## config.mk

```make
export PLATFORM = sky130hd
export DESIGN_NAME = sbam_mapper
export DESIGN_NICKNAME = d
export VERILOG_FILES = /design/src/hw/sbam_pkg.sv /design/src/hw/sbam_addr_split.sv /design/src/hw/sbam_mapper.sv
export SDC_FILE = /design/constraint.sdc
export NUM_CORES = 1
export LEC_CHECK = 0
export ABC_CLOCK_PERIOD_IN_PS = 11900
export BUFFER_PORTS_ARGS = -buffer_cell sky130_fd_sc_hd__buf_4
export CELL_PAD_IN_SITES_DETAIL_PLACEMENT = 1
export CELL_PAD_IN_SITES_GLOBAL_PLACEMENT = 1
export CORE_MARGIN = 1.5
export CORE_UTILIZATION = 35
export CTS_CLUSTER_DIAMETER = 200
export DETAILED_ROUTE_END_ITERATION = 8
export PLACE_DENSITY = 0.66
export REMOVE_ABC_BUFFERS = 1
export SLEW_MARGIN = 15
export SYNTH_ARGS = -nofsm -noshare
export SYNTH_HDL_FRONTEND = slang
export SYNTH_SLANG_ARGS = --single-unit
```

## constraint.sdc

```tcl
create_clock -name ref_clk_in -period 11.9 [get_ports ref_clk_in]
set_clock_uncertainty 0.1 [all_clocks]
set_input_delay 2.975 -clock ref_clk_in [delete_from_list [all_inputs] [get_ports ref_clk_in]]
set_output_delay 2.975 -clock ref_clk_in [all_outputs]
set_load 0.05 [all_outputs]
```

## src/hw/sbam_pkg.sv

```systemverilog
// Constants for the SDRAM bank address mapper.
// Assumes host byte addresses up to 27 bits wide and a 64-bit memory data path.
package sbam_pkg;

    // ------------------------------------------------------------------
    // Widths and capacity
    // ------------------------------------------------------------------
    localparam int          HOST_ADDR_W      = 27;
    localparam int          MA_W             = 13;
    localparam int          BANK_SEL_W       = 2;
    localparam int          DATA_PATH_BITS   = 64;
    localparam int          BYTE_LANE_BITS   = 3;
    localparam int          NUM_CS           = 4;
    localparam logic [27:0] MAX_CAPACITY     = 28'h8000000;

    // ------------------------------------------------------------------
    // Reset values
    // ------------------------------------------------------------------
    localparam logic [MA_W-1:0]        MA_RESET   = 13'h0000;
    localparam logic [NUM_CS-1:0]      CS_N_RESET = 4'hf;
    localparam logic [HOST_ADDR_W-1:0] ADDR_RESET = 27'h0000000;

    // ------------------------------------------------------------------
    // Device types and address phases
    // ------------------------------------------------------------------
    typedef enum logic [1:0] {
        SBAM_DEV_16M_2B,
        SBAM_DEV_64M_2B,
        SBAM_DEV_64M_4B
    } sbam_dev_type;

    typedef enum logic {
        SBAM_PHASE_ROW,
        SBAM_PHASE_COL
    } sbam_phase_type;

endpackage : sbam_pkg

```

## src/hw/sbam_addr_split.sv

```systemverilog
// Combinational split of a host address into bank, row and column fields.
// Assumes the caller registers the outputs; no state is held here.
`timescale 1ns/1ps
module sbam_addr_split (
    input  wire logic [1:0]                        dev_in,
    input  wire logic                              col_phase_in,
    input  wire logic [sbam_pkg::HOST_ADDR_W-1:0]  addr_in,
    output logic      [sbam_pkg::MA_W-1:0]         ma_out,
    output logic                                   ba0_out,
    output logic                                   ba1_out
);
    // ------------------------------------------------------------------
    // Field selection per device type
    // ------------------------------------------------------------------
    wire logic [12:0] row_16m = {2'b00, addr_in[22:12]};
    wire logic [12:0] row_2b  = addr_in[24:12];
    wire logic [12:0] row_4b  = {1'b0, addr_in[24:13]};
    wire logic [12:0] col_16m = {3'b000, addr_in[24:23], addr_in[10:3]};
    wire logic [12:0] col_64m = {3'b000, addr_in[26:25], addr_in[10:3]};
    wire logic        is_16m  = (dev_in == 2'(sbam_pkg::SBAM_DEV_16M_2B));
    wire logic        is_4b   = (dev_in == 2'(sbam_pkg::SBAM_DEV_64M_4B));
    wire logic [12:0] row_sel = is_16m ? row_16m : (is_4b ? row_4b : row_2b);
    wire logic [12:0] col_sel = is_16m ? col_16m : col_64m;

    assign ma_out  = col_phase_in ? col_sel : row_sel;  // RULE8 RULE9 RULE10
    assign ba0_out = addr_in[11];                        // RULE8 RULE9 RULE10
    assign ba1_out = is_4b & addr_in[12];                // RULE10

endmodule : sbam_addr_split

```

## src/hw/sbam_mapper.sv

```systemverilog
// SDRAM bank address mapper: drives bank chip selects, bank selects and
// multiplexed address pins for 16, 64 and 128 Mbit SDRAM parts.
// Assumes all inputs are synchronous to ref_clk_in and held stable for the
// row and column phases by the command sequencer outside this block.
//
// Notes on behaviour
// (RULE1) Every bank is one 64-bit data path, so host bits 2..0 never reach the pins.
// (RULE2) Total memory is at most 128 MBytes; addresses beyond it are flagged and not issued.
// (RULE3) With 16Mbit parts four separate bank chip selects are driven.
// (RULE4) With 64Mbit or 128Mbit parts only two bank chip selects are driven.
// (RULE5) For larger parts the third select pin carries address 11 and the fourth carries address 12 or bank bit one.
// (RULE6) Graphics memory starts at address zero of bank 0, which must be populated.
// (RULE7) Host memory starts right above graphics memory and runs to the top of populated memory.
// (RULE8) 16Mbit two-bank parts use A11 as bank select, row A22..A12, column 0,A24,A23,A10..A3.
// (RULE9) Large two-bank parts use A11 as bank select, row A24..A12, column 0,0,0,A26,A25,A10..A3.
// (RULE10) Large four-bank parts use A11 and A12 as bank selects, row A24..A13, column 0,0,A26,A25,A10..A3.
`timescale 1ns/1ps
module sbam_mapper (
    input  wire logic                              ref_clk_in,
    input  wire logic                              rst_n_in,
    input  wire logic [1:0]                        dev_type_in,
    input  wire logic [27:0]                       bank_size_in,
    input  wire logic [3:0]                        bank_present_in,
    input  wire logic [27:0]                       gfx_size_in,
    input  wire logic                              req_valid_in,
    input  wire logic                              req_gfx_in,
    input  wire logic                              col_phase_in,
    input  wire logic [sbam_pkg::HOST_ADDR_W-1:0]  req_addr_in,
    output logic      [10:0]                       memory_address_pins_out,
    output logic                                   bank_select_two_n_out,
    output logic                                   bank_select_three_n_out,
    output logic      [1:0]                        bank_cs_n_out,
    output logic                                   bank_address_bit_zero_out,
    output logic                                   bank_address_bit_one_out,
    output logic                                   addr_error_out,
    output logic                                   config_error_out
);
    // ------------------------------------------------------------------
    // Address translation: graphics from 0, host above graphics
    // ------------------------------------------------------------------
    wire logic [27:0] req_ext  = {1'b0, req_addr_in};
    // Host offsets that carry past 28 bits are refused rather than wrapped to low memory
    wire logic [28:0] phys_sum = 29'(req_ext) + 29'(gfx_size_in);
    wire logic [27:0] phys     = req_gfx_in ? req_ext                              // RULE6
                                            : phys_sum[27:0];                      // RULE7
    wire logic [27:0] populated;
    wire logic        is_16m   = (dev_type_in == 2'(sbam_pkg::SBAM_DEV_16M_2B));
    wire logic [2:0]  nbanks   = is_16m ? 3'h4 : 3'h2;                             // RULE3 RULE4
    wire logic [3:0]  usable   = is_16m ? bank_present_in                          // RULE3
                                        : {2'b00, bank_present_in[1:0]};           // RULE4
    wire logic [2:0]  pop_cnt  = 3'(usable[0]) + 3'(usable[1])
                               + 3'(usable[2]) + 3'(usable[3]);
    wire logic [30:0] pop_wide = 31'(pop_cnt) * 31'(bank_size_in);
    wire logic [30:0] cap_lim  = (pop_wide > 31'(sbam_pkg::MAX_CAPACITY))
                               ? 31'(sbam_pkg::MAX_CAPACITY) : pop_wide;           // RULE2
    assign populated = 28'(cap_lim);
    // Host region ends at top of populated memory; graphics must fit in it too
    wire logic        out_range = (phys >= populated)                              // RULE7
                                | (req_gfx_in & (req_ext >= gfx_size_in))
                                | (~req_gfx_in & phys_sum[28]);
    wire logic        cfg_bad   = ~bank_present_in[0]                              // RULE6
                                | (dev_type_in == 2'h3)
                                | (bank_size_in == 28'h0000000);

    // ------------------------------------------------------------------
    // Bank decode: banks are packed from bank 0 upward
    // ------------------------------------------------------------------
    logic [1:0] bank_idx;
    logic [27:0] in_bank;
    always_comb begin
        bank_idx = 2'h0;
        in_bank  = phys;
        if (bank_size_in != 28'h0000000) begin
            // Bank 2 and 3 bounds compared at 30 bits so that large bank sizes cannot wrap
            if (30'(phys) >= 30'(bank_size_in) * 30'h3 && nbanks == 3'h4) begin
                bank_idx = 2'h3;
                in_bank  = 28'(phys - 28'(3 * bank_size_in));
            end else if (30'(phys) >= 30'(bank_size_in) * 30'h2 && nbanks == 3'h4) begin
                bank_idx = 2'h2;
                in_bank  = 28'(phys - 28'(2 * bank_size_in));
            end else if (phys >= bank_size_in) begin
                bank_idx = 2'h1;
                in_bank  = 28'(phys - bank_size_in);
            end
        end
    end
    // Byte lanes inside the 64-bit word are handled by data masks, not address
    wire logic [26:0] bank_addr = {in_bank[26:sbam_pkg::BYTE_LANE_BITS],
                                   3'b000};                                        // RULE1
    wire logic        req_ok    = req_valid_in & ~out_range & ~cfg_bad
                                & usable[bank_idx];

    // ------------------------------------------------------------------
    // Field split
    // ------------------------------------------------------------------
    wire logic [12:0] ma_map;
    wire logic        ba0_map;
    wire logic        ba1_map;
    sbam_addr_split u_split (
        .dev_in       (dev_type_in),
        .col_phase_in (col_phase_in),
        .addr_in      (bank_addr),
        .ma_out       (ma_map),
        .ba0_out      (ba0_map),
        .ba1_out      (ba1_map)
    );

    // ------------------------------------------------------------------
    // Pin multiplexing of the two upper select pins
    // ------------------------------------------------------------------
    wire logic [3:0] cs_dec   = ~(4'h1 << bank_idx);
    wire logic [3:0] cs_n_nx  = req_ok ? cs_dec : sbam_pkg::CS_N_RESET;
    wire logic       is_4b    = (dev_type_in == 2'(sbam_pkg::SBAM_DEV_64M_4B));
    wire logic       pin2_nx  = is_16m ? cs_n_nx[2] : ma_map[11];                  // RULE3 RULE5
    wire logic       pin3_nx  = is_16m ? cs_n_nx[3]
                              : (is_4b ? ba1_map : ma_map[12]);                    // RULE5

    // ------------------------------------------------------------------
    // Output registers
    // ------------------------------------------------------------------
    always_ff @(posedge ref_clk_in) begin
        if (!rst_n_in) begin
            memory_address_pins_out   <= sbam_pkg::MA_RESET[10:0];
            bank_select_two_n_out     <= 1'b1;
            bank_select_three_n_out   <= 1'b1;
            bank_cs_n_out             <= 2'h3;
            bank_address_bit_zero_out <= 1'b0;
            bank_address_bit_one_out  <= 1'b0;
            addr_error_out            <= 1'b0;
            config_error_out          <= 1'b0;
        end else begin
            memory_address_pins_out   <= ma_map[10:0];                             // RULE8 RULE9
            bank_select_two_n_out     <= pin2_nx;                                  // RULE5
            bank_select_three_n_out   <= pin3_nx;                                  // RULE5
            bank_cs_n_out             <= cs_n_nx[1:0];                             // RULE4
            bank_address_bit_zero_out <= ba0_map;
            bank_address_bit_one_out  <= ba1_map;                                  // RULE10
            addr_error_out            <= req_valid_in & ~req_ok;                   // RULE2
            config_error_out          <= cfg_bad;                                  // RULE6
        end
    end

    // ------------------------------------------------------------------
    // Checks
    // ------------------------------------------------------------------
    AST_COL_LOW_ZERO: assert property (@(posedge ref_clk_in) disable iff (!rst_n_in) // RULE8
        col_phase_in |=> memory_address_pins_out[10] == 1'b0)
        else $error("column phase pin 10 not zero");
    AST_BA0_A11: assert property (@(posedge ref_clk_in) disable iff (!rst_n_in) // RULE8
        1'b1 |=> bank_address_bit_zero_out == $past(bank_addr[11]))
        else $error("bank select zero does not follow address bit 11");
    AST_LARGE_TWO_CS: assert property (@(posedge ref_clk_in) disable iff (!rst_n_in) // RULE4
        (!is_16m && cs_n_nx[3:2] != 2'h3) |-> 1'b0)
        else $error("upper chip select decoded for large parts");
    AST_PIN3_BA1: assert property (@(posedge ref_clk_in) disable iff (!rst_n_in) // RULE5
        is_4b |=> bank_select_three_n_out == $past(bank_addr[12]))
        else $error("fourth select pin not bank bit one");
    AST_PIN2_A11: assert property (@(posedge ref_clk_in) disable iff (!rst_n_in) // RULE5
        (!is_16m && !col_phase_in) |=> bank_select_two_n_out == $past(ma_map[11]))
        else $error("third select pin not address 11");
    AST_CAP_LIMIT: assert property (@(posedge ref_clk_in) disable iff (!rst_n_in) // RULE2
        (req_valid_in && phys >= 28'(sbam_pkg::MAX_CAPACITY)) |=> addr_error_out)
        else $error("access above capacity not flagged");
    AST_BANK0_REQ: assert property (@(posedge ref_clk_in) disable iff (!rst_n_in) // RULE6
        !bank_present_in[0] |=> config_error_out && bank_cs_n_out == 2'h3)
        else $error("missing bank 0 not refused");
    AST_GFX_BANK0: assert property (@(posedge ref_clk_in) disable iff (!rst_n_in) // RULE6
        (req_valid_in && req_gfx_in && req_addr_in == 27'h0 && !cfg_bad
            && gfx_size_in != 28'h0000000)
            |=> bank_cs_n_out[0] == 1'b0)
        else $error("graphics base not in bank 0");
    AST_HOST_ABOVE: assert property (@(posedge ref_clk_in) disable iff (!rst_n_in) // RULE7
        (req_valid_in && !req_gfx_in) |-> phys >= gfx_size_in || phys < req_ext)
        else $error("host access below graphics top");
    AST_ROW_16M: assert property (@(posedge ref_clk_in) disable iff (!rst_n_in) // RULE8
        (is_16m && !col_phase_in) |=> memory_address_pins_out == $past(bank_addr[22:12]))
        else $error("16Mbit row address wrong");
    AST_COL_4B: assert property (@(posedge ref_clk_in) disable iff (!rst_n_in) // RULE10
        (is_4b && col_phase_in) |=> memory_address_pins_out[9:8] == $past(bank_addr[26:25]))
        else $error("four bank column upper bits wrong");
    AST_ROW_2B: assert property (@(posedge ref_clk_in) disable iff (!rst_n_in) // RULE9
        (dev_type_in == 2'h1 && !col_phase_in)
            |=> memory_address_pins_out == $past(bank_addr[22:12]))
        else $error("two bank row address wrong");

    // ------------------------------------------------------------------
    // Checks on pin sharing, refusal and address fields
    // ------------------------------------------------------------------
    // At most one rank may see its select low, or two ranks would drive the data bus
    AST_ONE_RANK_16M: assert property (@(posedge ref_clk_in) disable iff (!rst_n_in) // RULE3
        is_16m |=> $countones(~{bank_select_three_n_out, bank_select_two_n_out,
                                bank_cs_n_out}) <= 1)
        else $error("more than one rank selected");
    AST_REFUSE_NO_CS: assert property (@(posedge ref_clk_in) disable iff (!rst_n_in) // RULE2
        (req_valid_in && !req_ok) |=> addr_error_out && bank_cs_n_out == 2'h3)
        else $error("refused access still selected a rank");
    AST_IDLE_NO_CS: assert property (@(posedge ref_clk_in) disable iff (!rst_n_in) // RULE2
        !req_valid_in |=> !addr_error_out && bank_cs_n_out == 2'h3)
        else $error("rank selected without a request");
    AST_CFG_REFUSE: assert property (@(posedge ref_clk_in) disable iff (!rst_n_in) // RULE6
        (req_valid_in && cfg_bad) |=> addr_error_out && config_error_out)
        else $error("access under bad configuration not refused");
    AST_BA1_TWO_BANK: assert property (@(posedge ref_clk_in) disable iff (!rst_n_in) // RULE9
        !is_4b |=> !bank_address_bit_one_out)
        else $error("bank bit one driven for a two bank part");
    AST_COL_16M: assert property (@(posedge ref_clk_in) disable iff (!rst_n_in) // RULE8
        (is_16m && col_phase_in) |=> memory_address_pins_out
            == {1'b0, $past(bank_addr[24:23]), $past(bank_addr[10:3])})
        else $error("16Mbit column address wrong");
    AST_ROW_4B: assert property (@(posedge ref_clk_in) disable iff (!rst_n_in) // RULE10
        (is_4b && !col_phase_in) |=> memory_address_pins_out == $past(bank_addr[23:13]))
        else $error("four bank row address wrong");
    AST_PIN3_A12: assert property (@(posedge ref_clk_in) disable iff (!rst_n_in) // RULE5
        (dev_type_in == 2'h1 && !col_phase_in)
            |=> bank_select_three_n_out == $past(bank_addr[24]))
        else $error("fourth select pin not address 12");
    AST_COL_2B_UPPER: assert property (@(posedge ref_clk_in) disable iff (!rst_n_in) // RULE9
        (dev_type_in == 2'h1 && col_phase_in)
            |=> !bank_select_two_n_out && !bank_select_three_n_out)
        else $error("two bank column upper address not zero");
    // Taken from the undivided in-bank offset, so a lost byte-lane shift shows here
    AST_COL_WORD: assert property (@(posedge ref_clk_in) disable iff (!rst_n_in) // RULE1
        col_phase_in |=> memory_address_pins_out[7:0] == $past(in_bank[10:3]))
        else $error("column word address wrong");
    AST_HOST_BASE: assert property (@(posedge ref_clk_in) disable iff (!rst_n_in) // RULE7
        (req_valid_in && !req_gfx_in && req_addr_in == 27'h0000000 && !cfg_bad
            && gfx_size_in < bank_size_in && gfx_size_in < sbam_pkg::MAX_CAPACITY)
            |=> bank_cs_n_out[0] == 1'b0 && !addr_error_out)
        else $error("host base not right above graphics");

endmodule : sbam_mapper

```

* Word level (Yosys, flattened, before mapping)
Index checks and enable logic that the tools add are counted.
** Operators by class
- Add/subtract/negate cells :: 7
- Multipliers :: 3
- Magnitude comparators :: 7
- Equal/unequal tests :: 3
- Shifts and indexed selects :: 1
- Muxes and demuxes :: 22
- Bitwise logic cells :: 17
- Reduce and logical (&&, ||, !) cells :: 6
** Operators with widths (number)
- 2-to-1 mux 27 bit :: 4
- subtractor 27 bit :: 3
- >= comparator 28 bit :: 2
- 2-to-1 mux 28 bit :: 2
- 2-to-1 mux 13 bit :: 3
- greater-than comparator 31 x 28 -> 1 bit, second input constant :: 1
- multiplier 3 x 28 -> 31 bit :: 1
- >= comparator 28 x 30 -> 1 bit :: 1
- multiplier 28 x 2 -> 30 bit, second input constant :: 1
- adder 27 x 28 -> 29 bit :: 1
- >= comparator 28 x 29 -> 1 bit :: 1
- >= comparator 27 x 28 -> 1 bit :: 1
- zero test 28 bit :: 1
- multiplier 2 x 28 -> 27 bit, first input constant :: 1
- nonzero test 28 bit :: 1
- 2-to-1 mux 10 bit :: 1
- 2-to-1 mux 4 bit :: 2
- bitwise AND 1 bit :: 7
- 2-to-1 mux 2 bit :: 3
- 2-to-1 mux 1 bit :: 5
- inverter 1 bit :: 5
- == test 2 bit, second input constant :: 2
- inverter 4 bit :: 1
- bitwise OR 1 bit :: 4
- 11 further kinds :: 12
** Storage, ports and cells
- Bits in registers :: 19
- Word-level logic and storage cells :: 74

* Logic depth before layout (Yosys ltp)
- Word-level depth :: 17
- Gate-level depth with buffers :: 38

* By module
Synthesis repeated with hierarchy kept, for this count alone.
** Unflattened totals
- Cell total of the unflattened synthesis :: 1888
- Area, all modules :: 13704.4 µm²
** Modules (own cells, without submodules)
- sbam_mapper :: times used 1, cells an instance 1840, area an instance 13390.3 µm²
- sbam_addr_split :: times used 1, cells an instance 48, area an instance 314.1 µm²

* Worst setup path after synthesis
OpenSTA, ideal clock, no wires.
- Path kind :: input to register
- Start point :: input port dev_type_in[1]
- End point :: register bank_select_two_n_out
- Setup time :: 0.131 ns
- Data arrival time :: 10.178 ns
- Data required time :: 11.669 ns
- Slack :: 1.491 ns
- Cell stages on the path :: 36
- Path buffers :: 4
- Cells stage by stage :: nor2_1 -> and2_1 -> fa_1 -> ha_1 -> ha_1 -> clkbuf_1 -> clkbuf_1 -> nand2_1 -> fa_1 -> inv_1 -> ha_1 -> inv_1 -> fa_1 -> nor2b_1 -> o21ai_1 -> a21boi_1 -> o41ai_4 -> a21boi_2 -> or4_1 -> a21o_1 -> a2111oi_2 -> nand4_1 -> a21oi_1 -> buf_4 -> buf_6 -> nand2_1 -> ha_1 -> and3_1 -> a2111oi_0 -> a21oi_1 -> o22ai_1 -> a211oi_1 -> a211oi_1 -> o211ai_1 -> o31ai_1 -> o211ai_1
** On the way
- Cells in the longest elaborated chain, start to end :: 16
** Ends and longest elaborated chain
- from (decl) :: RTL line sbam_mapper.sv:21 : input wire logic [1:0] dev_type_in,
- zero test 2 bit :: RTL line sbam_addr_split.sv:20, sbam_mapper.sv:47
- 2-to-1 mux 4 bit :: RTL line sbam_mapper.sv:49 : wire logic [3:0] usable = is_16m ? bank_present_in
- adder 2 x 1 -> 3 bit :: RTL line sbam_mapper.sv:52 : + 3'(usable[2]) + 3'(usable[3]);
- adder 3 x 1 -> 3 bit :: RTL line sbam_mapper.sv:52
- multiplier 3 x 28 -> 31 bit :: RTL line sbam_mapper.sv:53 : wire logic [30:0] pop_wide = 31'(pop_cnt) * 31'(bank_size_in);
- greater-than comparator 31 x 28 -> 1 bit :: RTL line sbam_mapper.sv:54 : wire logic [30:0] cap_lim = (pop_wide > 31'(sbam_pkg::MAX_CAPACITY))
- 2-to-1 mux 28 bit :: RTL line sbam_mapper.sv:55 : ? 31'(sbam_pkg::MAX_CAPACITY) : pop_wide;
- >= comparator 28 bit :: RTL line sbam_mapper.sv:58 : wire logic out_range = (phys >= populated)
- bitwise OR 1 bit :: RTL line sbam_mapper.sv:59 : | (req_gfx_in & (req_ext >= gfx_size_in))
- bitwise OR 1 bit :: RTL line sbam_mapper.sv:60 : | (~req_gfx_in & phys_sum[28]);
- inverter 1 bit :: RTL line sbam_mapper.sv:90 : wire logic req_ok = req_valid_in & ~out_range & ~cfg_bad
- bitwise AND 1 bit (2 in a row) :: RTL line sbam_mapper.sv:90
- bitwise AND 1 bit :: RTL line sbam_mapper.sv:91 : & usable[bank_idx];
- 2-to-1 mux 4 bit :: RTL line sbam_mapper.sv:112 : wire logic [3:0] cs_n_nx = req_ok ? cs_dec : sbam_pkg::CS_N_RESET;
- 2-to-1 mux 1 bit * :: RTL line sbam_mapper.sv:114 : wire logic pin2_nx = is_16m ? cs_n_nx[2] : ma_map[11];
- to (signal assigned) :: RTL line sbam_mapper.sv:133 : bank_select_two_n_out <= pin2_nx;
- to (decl) :: RTL line sbam_mapper.sv:30 : output logic bank_select_two_n_out,
Mark *: on every way between the ends. The rest lies on a longest branch, timed or not. The select of a mux whose other input is x is not followed.
A chain may end at the register's enable or synchronous reset.

* Worst setup path after layout
Ends and elaborated chain as after synthesis.

==> impl_metrics.ini <==
[global_route]
antenna_found_initial = 1
grt_pass1_vias = 14951
grt_usage = 0.248
grt_remaining_overflow = 0
grt_max_degree = 36
grt_pass1_wl_um = 80700

[clocking]
post_cts_resized = 0
clk_pin_slew_ps = 60
cts_setup_buffers = 0
numClockSinks = 19
numCtsBuffers = 3
hold_buffers = 0
h-tree-depth = 1
tritoncts = built
cts_root_buf = clkbuf_16
clk_path_buf_depth = 2

[job]
cap_viol_max_count = 0

[layout]
final_common_cell = ha_1
drive_gt1_frac = 0.0902
nNetsFinal = 2406
layout_common_cells = ha_1 (272), inv_1 (237), nand2_1 (199)
fill_cells = 4907
syn_to_final_growth_pct = 11.9

[timing]
final.setup.tns_ps = 0
setup_viol = 0
period_minus_slack_ps = 10990
final_max_slew_viol_count = 0
worst-slew-pin-transition_ps = 1070
slew_headroom = 0.283
final_hold_viol_count = 0
min_period_over_period = 0.923
fmax_ghz = 0.0910
grt_setup_unrepaired = no

[floorplanning]
die_w_um = 201
initial_core_util = 0.354
core.rowCount = 72
core_area_mm2 = 0.0386
die-area_mm2 = 0.0403
num_io_pins = 113
fp.dieH_um = 201

[placed_design]
io_buffers = 112
gp_congestion = 0.938
dpl.hpwl_um = 44400

[worst_setup_path]
criticalPathCategory = input pin to flop
cp-start-kind = input pin
path_max_fanout = 23
cp.required_ps = 11930
critical-path-max-stage-delay_ps = 540
end_kind = flop
crit_slowest_cell = a2111oi_0
cp.arrival_ps = 11020

[yosys]
synth_cell_type_count = 79
ys_seq_elements = 19
ys_warn_count = 0
synth_area_mm2 = 0.0137
syn_inst = 1882
ys_seq_area_frac = 0.0278
synthArstFlopShare = 0
syn_avg_cell_area_um2 = 7.27
synth_edf_count = 0
ys.flop_type = dfxtp_1

[routing]
drtIter0Drc = 491
drt-total-wl_um = 50800
drt-pass1-iter-count = 5
final_antenna_net_count = 0
drc = 0
post_drt_wl_per_cell_um = 20.3
via_count = 14189
vias_per_cell = 5.67

[status]
outcome = finished clean

[pwr]
leakagePower_uw = 0.00761
ir_worst_vdd_mv = 0.0342
total_power_uw = 1490
powerDensity_mw_per_mm2 = 97.1

[min_path]
hold_class = input pin to flop
## worst max-delay path: cells and delay by family
kind	cells	cell delay, ps
compound gates	14	3420
fa+ha+maj	7	2360
simple gates	11	2000
buf+inv	3	250
## layout make-up
class                   instances  area (um2)  share of cell area
multi-input cells            1584       12300               0.801
well taps                     518         648              0.0423
repair buffers                140        1050              0.0686
diodes                          1        2.50            0.000163
clock inverters                 1        7.51            0.000490
inverters                     237         890              0.0581
flip-flops and latches         19         380              0.0248
clock buffers                   3        75.1             0.00490
## sequential cells by signal, indices dropped and copies added (netlist names)
register and count:
addr_error_out 1, bank_address_bit_one_out 1, bank_address_bit_zero_out 1, bank_cs_n_out 2, bank_select_three_n_out 1, bank_select_two_n_out 1
config_error_out 1, memory_address_pins_out 11
## through the flow
| step | worst slack, ps | hold slack (ps) | area, um2 | std cells | util |
|---|---|---|---|---|---|
| floorplan | 1190 | 2950 | 13500 | 1840 | - |
| global placement | 455 | 3100 | 15200 | 2498 | 0.394 |
| detailed placement | 185 | 3100 | 15200 | 2498 | 0.394 |
| CTS | 432 | 2830 | 15300 | 2502 | 0.396 |
| global route | 187 | 2840 | 15300 | 2502 | 0.396 |
| finish | 911 | 2840 | 15300 | 2503 | 0.396 |
## synth_stat cells, types with 9 or more instances
cell type | n | area [um2]
dfxtp_1 | 19 | 380
a21o_1 | 61 | 458
nand2_1 | 199 | 747
o21bai_1 | 23 | 173
nor2b_1 | 27 | 169
a211o_1 | 13 | 114
a211oi_1 | 28 | 210
nand3_1 | 24 | 120
xnor2_1 | 68 | 596
xor2_1 | 57 | 499
nand2b_1 | 27 | 169
and3_1 | 16 | 100
ha_1 | 274 | 3430
a221oi_1 | 9 | 78.8
o21ai_0 | 87 | 435
mux2i_1 | 11 | 110
nor3_1 | 34 | 170
o211ai_1 | 27 | 203
fa_1 | 53 | 1060
o31ai_1 | 15 | 113
a21oi_1 | 158 | 791
inv_1 | 237 | 890
o21a_1 | 19 | 143
nand4_1 | 42 | 263
or3_1 | 13 | 81.3
nor2_1 | 108 | 405
and2_1 | 23 | 144
a31oi_1 | 19 | 119
clkbuf_1 | 33 | 124
## cell families after synthesis
logic type | count (synthesis) | share of synthesized area
AOI/OAI and AO/OA | 564 | 0.278
DFF | 19 | 0.0278
muxes | 19 | 0.0146
buffers and inverters | 279 | 0.0784
adders and majority gates | 327 | 0.328
xor gates and xnor gates | 125 | 0.0800
and+or+nand+nor | 549 | 0.193
## power breakdown
part	leakage, uW	total (uW)	internal, uW	switching (uW)
Clock	0.0000371	71.6	45.5	26.1
Sequential	0.000157	80.8	74.9	5.91
Combinational	0.00742	1330	523	812
Total	0.00761	1490	643	844
## path summary, 6_finish.rpt
path                            from                            endpoint  cells past startpoint
worst max-delay path  dev_type_in[1]    bank_select_two_n_out$_SDFF_PN1_                     35
worst min-delay path        rst_n_in  bank_select_three_n_out$_SDFF_PN1_                      2
## metal layers
metal | global-route usage | wire length [um] | part of all wire | vias to the layer above
li1 | - | - | - | 6929
met1 | 0.318 | 23100 | 0.45 | 6906
met2 | 0.448 | 24600 | 0.48 | 275
met3 | 0.0101 | 1500 | 0.030 | 79
met4 | 0.0741 | 1610 | 0.032 | 0
met5 | 0 | 0 | 0 | -
Note: power is estimated with default switching activity, not from simulation.
